--- src/hdl/tmps_pkg.sv ---
// constants and types for the timer0 prescaler and clock select block
package tmps_pkg;
   localparam int          DATA_W          = 8;
   localparam logic [7:0]  MODE_RESET      = 8'h3F;
   localparam int          RATE_LSB        = 0;
   localparam int          RATE_W          = 3;
   localparam int          TO_WDT_BIT      = 3;
   localparam int          EDGE_BIT        = 4;
   localparam int          SRC_BIT         = 5;
   localparam int          SPARE_BIT       = 6;
   localparam int          LOWCLK_BIT      = 7;
   localparam logic [7:0]  COUNT_RESET     = 8'h00;

   typedef struct packed {
      logic       low_clock_select;
      logic       spare_general_bit;
      logic       timer_source_select;
      logic       count_edge_select;
      logic       prescale_to_watchdog;
      logic [2:0] prescale_rate_code;
   } tmps_mode_t;

   typedef struct packed {
      logic timer_tick;
      logic wdt_tick;
   } tmps_tick_t;
endpackage : tmps_pkg

--- src/hdl/tmps_edge_sel.sv ---
// selected-edge detector for the timer clock sources
`timescale 1ns/1ps
module tmps_edge_sel (
   // clock and reset
   input  wire logic clk,
   input  wire logic rst,
   // source and control
   input  wire logic src_in,
   input  wire logic falling_sel,
   // result
   output logic      edge_pulse
);
   logic src_reg;
   logic src_next;

   always_comb begin
      src_next = src_in;
   end

   // no reset here: the flop keeps sampling through reset, so a source that
   // sits high when reset is released is not taken for a fresh edge
   always_ff @(posedge clk) begin
      src_reg <= src_next;
   end

   // falling when select high, rising when low; quiet while reset is held
   assign edge_pulse = ~rst
                       & (falling_sel ? (src_reg & ~src_in) : (~src_reg & src_in));
endmodule : tmps_edge_sel

--- src/hdl/tmps_top.sv ---
// timer0 mode register, clock select and shared prescaler
`timescale 1ns/1ps
module tmps_top #(
   parameter int RATE_W = 3
) (
   // clock and reset
   input  wire logic                      clk,
   input  wire logic                      rst,
   // dedicated mode instructions
   input  wire logic                      timer0_mode_write_instr,
   input  wire logic                      timer0_mode_read_instr,
   input  wire logic [7:0]                instr_wdata,
   output logic      [7:0]                mode_rdata,
   // prescale count value read
   input  wire logic                      count_read,
   output logic      [7:0]                prescale_count_value,
   // clock sources
   input  wire logic                      instruction_clock,
   input  wire logic                      ext_count_clock_pin,
   input  wire logic                      internal_low_rc,
   input  wire logic                      external_low_crystal,
   input  wire logic                      cfg_low_osc_crystal,
   // watchdog side
   input  wire logic                      wdt_base_tick,
   input  wire logic                      wdt_interrupt_mode,
   // results
   output tmps_pkg::tmps_tick_t           ticks,
   output tmps_pkg::tmps_mode_t           mode
);
   tmps_pkg::tmps_mode_t mode_reg;
   tmps_pkg::tmps_mode_t mode_next;
   logic [7:0]           rdata_reg;
   logic [7:0]           rdata_next;
   logic [7:0]           cnt_reg;
   logic [7:0]           cnt_next;
   logic [7:0]           cvr_reg;
   logic [7:0]           cvr_next;
   logic                 tmr_reg;
   logic                 tmr_next;
   logic                 wdt_reg;
   logic                 wdt_next;
   logic                 low_osc;
   logic                 ext_src;
   logic                 ext_edge;
   logic                 src_tick;
   logic                 pre_in;
   logic [8:0]           div_len;
   logic [8:0]           cnt_w;
   logic                 full_group;
   logic                 bypass;

   // mode register: only the two dedicated instructions touch it
   always_comb begin
      mode_next  = mode_reg;
      rdata_next = rdata_reg;
      if (timer0_mode_write_instr) begin
         mode_next = tmps_pkg::tmps_mode_t'(instr_wdata);
      end
      if (timer0_mode_read_instr) begin
         rdata_next = mode_reg;
      end
   end

   always_ff @(posedge clk or posedge rst) begin
      if (rst) begin
         mode_reg  <= tmps_pkg::tmps_mode_t'(tmps_pkg::MODE_RESET);
         rdata_reg <= 8'h00;
      end else begin
         mode_reg  <= mode_next;
         rdata_reg <= rdata_next;
      end
   end

   assign mode       = mode_reg;
   assign mode_rdata = rdata_reg;

   // clock source selection
   assign low_osc = cfg_low_osc_crystal ? external_low_crystal : internal_low_rc;
   assign ext_src = mode_reg.low_clock_select ? low_osc : ext_count_clock_pin;

   tmps_edge_sel u_edge (
      .clk         (clk),
      .rst         (rst),
      .src_in      (ext_src),
      .falling_sel (mode_reg.count_edge_select),
      .edge_pulse  (ext_edge)
   );

   assign src_tick = mode_reg.timer_source_select ? ext_edge : instruction_clock;

   // shared prescaler input and length
   assign pre_in = mode_reg.prescale_to_watchdog ? wdt_base_tick : src_tick;
   assign bypass = mode_reg.prescale_to_watchdog & ~wdt_interrupt_mode
                   & (mode_reg.prescale_rate_code == 3'h0);

   always_comb begin
      if (mode_reg.prescale_to_watchdog && !wdt_interrupt_mode) begin
         div_len = 9'h001 << mode_reg.prescale_rate_code;
      end else begin
         div_len = 9'h002 << mode_reg.prescale_rate_code;
      end
   end

   assign cnt_w      = {1'b0, cnt_reg};
   assign full_group = pre_in & ((cnt_w + 9'h001) >= div_len);

   always_comb begin
      cnt_next = cnt_reg;
      tmr_next = 1'b0;
      wdt_next = 1'b0;
      cvr_next = cvr_reg;
      if (pre_in) begin
         if (full_group || bypass) begin
            cnt_next = 8'h00;
            tmr_next = ~mode_reg.prescale_to_watchdog;
            wdt_next = mode_reg.prescale_to_watchdog;
         end else begin
            cnt_next = cnt_reg + 8'h01;
         end
      end
      if (count_read) begin
         cvr_next = cnt_reg;
      end
   end

   always_ff @(posedge clk or posedge rst) begin
      if (rst) begin
         cnt_reg <= tmps_pkg::COUNT_RESET;
         cvr_reg <= 8'h00;
         tmr_reg <= 1'b0;
         wdt_reg <= 1'b0;
      end else begin
         cnt_reg <= cnt_next;
         cvr_reg <= cvr_next;
         tmr_reg <= tmr_next;
         wdt_reg <= wdt_next;
      end
   end

   assign prescale_count_value = cvr_reg;
   assign ticks.timer_tick     = tmr_reg;
   assign ticks.wdt_tick       = wdt_reg;

   // register access checks
   write_takes_a: assert property (@(posedge clk) disable iff (rst)
      timer0_mode_write_instr |=> mode_reg == $past(instr_wdata))
      else $error("mode write not stored");
   read_returns_a: assert property (@(posedge clk) disable iff (rst)
      timer0_mode_read_instr |=> mode_rdata == $past(mode_reg))
      else $error("mode read wrong");
   mode_hold_a: assert property (@(posedge clk) disable iff (rst)
      !timer0_mode_write_instr |=> mode_reg == $past(mode_reg))
      else $error("mode changed without a write");
   rdata_hold_a: assert property (@(posedge clk) disable iff (rst)
      !timer0_mode_read_instr |=> mode_rdata == $past(mode_rdata))
      else $error("read data changed without a read");
   reset_state_a: assert property (@(posedge clk)
      (rst && $past(rst)) |-> (mode_reg == tmps_pkg::MODE_RESET && mode_rdata == 8'h00
                               && cnt_reg == tmps_pkg::COUNT_RESET && ticks == 2'b00))
      else $error("reset state wrong");
   count_read_a: assert property (@(posedge clk) disable iff (rst)
      count_read |=> prescale_count_value == $past(cnt_reg))
      else $error("count read not live");
   count_hold_a: assert property (@(posedge clk) disable iff (rst)
      !count_read |=> prescale_count_value == $past(prescale_count_value))
      else $error("count value changed without a read");

   // prescaler checks
   timer_route_a: assert property (@(posedge clk) disable iff (rst)
      ticks.timer_tick |-> !$past(mode_reg.prescale_to_watchdog))
      else $error("timer tick while on watchdog");
   wdt_route_a: assert property (@(posedge clk) disable iff (rst)
      ticks.wdt_tick |-> $past(mode_reg.prescale_to_watchdog))
      else $error("watchdog tick while on timer");
   timer_div_a: assert property (@(posedge clk) disable iff (rst)
      (!timer0_mode_write_instr && !mode_reg.prescale_to_watchdog
       && mode_reg.prescale_rate_code == 3'h0 && pre_in && cnt_reg == 8'h01)
      |=> ticks.timer_tick)
      else $error("divide by two missed");
   timer_gap_a: assert property (@(posedge clk) disable iff (rst)
      ticks.timer_tick |=> !ticks.timer_tick)
      else $error("timer ticks back to back");
   wdt_bypass_a: assert property (@(posedge clk) disable iff (rst)
      (pre_in && bypass) |=> ticks.wdt_tick)
      else $error("one to one watchdog missed");
   idle_count_a: assert property (@(posedge clk) disable iff (rst)
      !pre_in |=> cnt_reg == $past(cnt_reg))
      else $error("prescaler moved without an input pulse");
   inst_count_a: assert property (@(posedge clk) disable iff (rst)
      (!mode_reg.timer_source_select && !mode_reg.prescale_to_watchdog
       && instruction_clock && !full_group) |=> cnt_reg == $past(cnt_reg) + 8'h01)
      else $error("instruction clock not counted");
   count_bound_a: assert property (@(posedge clk) disable iff (rst)
      !timer0_mode_write_instr
      |=> cnt_w < $past(div_len) || $past(cnt_w) >= $past(div_len))
      else $error("prescaler overran its group");

   // clock source checks
   ext_rise_a: assert property (@(posedge clk) disable iff (rst)
      (mode_reg.timer_source_select && !mode_reg.count_edge_select && $rose(ext_src))
      |-> src_tick)
      else $error("rising edge not counted");
   ext_fall_a: assert property (@(posedge clk) disable iff (rst)
      (mode_reg.timer_source_select && mode_reg.count_edge_select && $fell(ext_src))
      |-> src_tick)
      else $error("falling edge not counted");
   rc_rise_a: assert property (@(posedge clk) disable iff (rst)
      (mode_reg.timer_source_select && mode_reg.low_clock_select
       && !mode_reg.count_edge_select && !cfg_low_osc_crystal && $stable(mode_reg)
       && $stable(cfg_low_osc_crystal) && $rose(internal_low_rc)) |-> src_tick)
      else $error("low rc edge not counted");
   xtal_fall_a: assert property (@(posedge clk) disable iff (rst)
      (mode_reg.timer_source_select && mode_reg.low_clock_select
       && mode_reg.count_edge_select && cfg_low_osc_crystal && $stable(mode_reg)
       && $stable(cfg_low_osc_crystal) && $fell(external_low_crystal)) |-> src_tick)
      else $error("low crystal edge not counted");

   // scenario covers
   timer_tick_c: cover property (@(posedge clk) disable iff (rst) ticks.timer_tick);
   wdt_tick_c: cover property (@(posedge clk) disable iff (rst) ticks.wdt_tick);
   low_osc_c: cover property (@(posedge clk) disable iff (rst)
      mode_reg.low_clock_select && mode_reg.timer_source_select && ext_edge);
   wdt_bypass_c: cover property (@(posedge clk) disable iff (rst) pre_in && bypass);
   count_read_c: cover property (@(posedge clk) disable iff (rst)
      count_read && cnt_reg != 8'h00);
endmodule : tmps_top

--- config.mk ---
export PLATFORM = sky130hd
export DESIGN_NAME = tmps_top
export DESIGN_NICKNAME = d
export VERILOG_FILES = /design/src/hdl/tmps_pkg.sv /design/src/hdl/tmps_edge_sel.sv /design/src/hdl/tmps_top.sv
export SDC_FILE = /design/constraint.sdc
export NUM_CORES = 1
export LEC_CHECK = 0
export BUFFER_PORTS_ARGS = -buffer_cell sky130_fd_sc_hd__buf_2
export CORE_MARGIN = 1
export CORE_UTILIZATION = 25
export CTS_BUF_LIST = sky130_fd_sc_hd__clkbuf_16
export DETAILED_ROUTE_END_ITERATION = 16
export SYNTH_ARGS = -nofsm -noshare
export SYNTH_HDL_FRONTEND = slang
export SYNTH_SLANG_ARGS = --single-unit
export TNS_END_PERCENT = 100
--- constraint.sdc ---
create_clock -name clk -period 4.9 [get_ports clk]
set_clock_uncertainty 0.05 [all_clocks]
set_input_delay 0 -clock clk [delete_from_list [all_inputs] [get_ports clk]]
set_output_delay 0 -clock clk [all_outputs]
set_load 0.05 [all_outputs]
==> impl_metrics.toml <==
[sta]
finalHoldViolCount = 0
rsz0062_at_grt = "no"
finalSetupViolations = 0
maxSlewHeadroom_pct = 63.0
worstMarginPinSlew_ns = 0.552
min_period_over_period_pct = 61.3
fin_setup_tns_ns = 0
drv_slew = 0
fin_ws_ns = 1.89
min_period_ns = 3.01
clock.fmax_mhz = 333

[die]
initial_core_util_pct = 26.2
io_pins = 46
die_w_um = 89.7
rows = 31
core_sq_mm = 0.00733
dieHeight_um = 89.7
die_area_sq_mm = 0.00804

[clock_tree]
clock_sinks = 35
htreeDepth = 2
root_buffer = "clkbuf_16"
cts_buffer_depth = 2
clock_latency_ns = 0.28
cts_tree = "done"
postCtsSetupRepairBufs = 0
path_clk_slew_ns = 0.05
cts_buffers = 5

[pwr]
clockPowerShare_pct = 25.7
ir_drop_mv = 0.204
power_density_mw_per_mm2 = 459
p_seq_share_pct = 35.2
switching_power_uw = 448
finalPower_mw = 1.14
power.leakage_nw = 1.13
pwr-share-comb_pct = 39.1
switching_share_pct = 39.3
p_int_uw = 693

[worst_hold_path]
hp-class = "in2reg"

[logic_synthesis]
synth_edf_count = 0
synth_top_cells_by_area = "dfrtp_1, mux2_2, dfstp_2"
synth_top_area_share_pct = 36.5
synthArstFlopShare_pct = 97.1
ys.flop_type = "dfrtp_1"
synthCells = 172
ys_types = 44
synth_top_family_by_area = "simple AND/OR/NAND/NOR gates"
synth.avg_cell_area_sq_um = 11.2
synth-seq-cells = 35
ys_seq_area_share_pct = 45.7
yosysWarnings = 0
synth_nets = 202
synth_fa_ha_area_share_pct = 6.51
netlist_area_sq_mm = 0.00192
yosys.area.top_type = "dfrtp_1"
synth-simple-area-share_pct = 16.8
synth-compound-area-share_pct = 10.4
synthMuxAreaShare_pct = 15.0
synth_xor_area_share_pct = 1.82

[routing]
firstDrtPassIters = 4
drt_wl_total_um = 3950
drc_errors = 0
vias = 1440
ant_nets = 0
viasPerCell = 4.39
wl_per_cell_um = 12.1
drtIter0Drc = 76

[global_routing]
grt_pass1_wl_um = 6730
grt_max_degree = 36
grt_usage_pct = 11.1
grt-ovfl-total = 0
antenna_found_initial = 0
grt_pass1_vias = 1453

[layout]
layout_commonest_cell = "buf_2"
drive_above_1_share_pct = 39.3
antenna_cells = 0
layout_common_cells = "buf_2, dfrtp_1, mux2_2"
syn_to_final_growth_pct = 29.2
final_nets = 258

[critical_path]
cp_max_fo = 7
worstPathArrival_ns = 3.17
end_kind = "flip-flop"
cp.required_ns = 5.06
worstSetupStartpointType = "flip-flop"
crit_type = "reg2reg"

[run]
cap_violations = 0

[outcome]
status = "complete, no violations"

[placement]
hpwl_um = 2920
place.gp.congestion = 0.761
place_ws_ns = 1.94
port_buffers = 45
worst max-delay path, stage by stage (launching register included):
cell	delay (ns)
dfrtp_1	0.45
and3_1	0.21
nand3_1	0.14
or2_2	0.33
xnor2_1	0.22
ha_1	0.28
and4_1	0.20
and3_1	0.20
a211oi_2	0.42
and2_1	0.29
a31o_1	0.17
stage by stage:
stage / instances / instance area [sq um] / utilization, % / hold WS [ns]
after floorplan: 172 / 1920 / - / 0.0650
after global placement: 308 / 2230 / 30.4 / 0.0731
after detailed placement: 308 / 2230 / 30.4 / 0.0741
after CTS: 328 / 2480 / 33.9 / 0.0000288
after global routing: 328 / 2480 / 33.9 / 0.0576
final: 328 / 2480 / 33.9 / 0.00524
synth_stat cells (3+ instances only):
cell	count
xnor2_1	3
nand2b_1	3
buf_4	3
and2_1	4
dfrtp_1	28
a21oi_1	5
nand3_1	6
ha_1	10
inv_1	5
a31o_1	3
and3_1	3
or2_2	3
mux2i_1	3
nor2b_1	3
o21ai_0	4
o2bb2ai_1	4
mux2_2	23
dfstp_2	6
nand2_1	16
nor2_1	7
nor3b_1	4
clkbuf_1	4
cell families (layout without fill, tap and decap cells):
| family | Yosys count | in the layout |
|---|---|---|
| xor gates and xnor gates | 4 | 4 |
| AOI/OAI and AO/OA | 25 | 25 |
| buffers and inverters | 14 | 71 |
| and+or+nand+nor | 58 | 58 |
| DFF | 35 | 35 |
| adders and majority gates | 10 | 10 |
| muxes | 26 | 26 |
power by group through the flow:
stage | clock network [mW] | registers, mW | logic (mW)
3_3_place_gp | 0 | 0.407 | 0.437
3_5_place_dp | 0 | 0.407 | 0.438
6_report | 0.293 | 0.402 | 0.446
5_1_grt | 0.316 | 0.413 | 0.490
2_1_floorplan | 0 | 0.504 | 0.248
4_1_cts | 0.301 | 0.403 | 0.449
worst paths after layout:
kind,from,to,slack [ns],cells past startpoint
min,timer0_mode_write_instr,mode[5]$_DFFE_PP1P_,0.005,3
min in group asynchronous,rst,mode_rdata[7]$_DFFE_PP0P_,0.33,4
min reg2reg,prescale_count_value[2]$_DFFE_PP0P_,prescale_count_value[2]$_DFFE_PP0P_,0.45,1
max reg2reg,cnt_reg[2]$_DFFE_PP0P_,cnt_reg[4]$_DFFE_PP0P_,1.89,10
max in group asynchronous,rst,mode[5]$_DFFE_PP1P_,4.13,4
max,cnt_reg[2]$_DFFE_PP0P_,cnt_reg[4]$_DFFE_PP0P_,1.89,10
repair_timing:
action / 4_1_cts / 5_1_grt
hold buffers: 12 / 0
gates resized for setup: 0 / 0
hold endpoints to repair: 39 / 0
area by class of cell:
| type | instances | area [sq um] |
|---|---|---|
| fill | 727 | 4850 |
| multi-input combinational | 123 | 972 |
| sequential | 35 | 878 |
| timing repair buffer | 58 | 353 |
| clock buffer | 5 | 125 |
| tap | 99 | 124 |
| inverter | 5 | 18.8 |
| clock inverter | 3 | 11.3 |
layer usage:
| layer | global-route usage [%] | vias up | part of all wire (%) |
|---|---|---|---|
| met5 | 0 | - | 0 |
| met3 | 3.93 | 4 | 6.3 |
| met2 | 16.6 | 43 | 45 |
| met1 | 14.6 | 667 | 47 |
| met4 | 4.47 | 0 | 1.0 |
| li1 | - | 726 | - |
No activity file was read; power rests on OpenSTA's default activity.
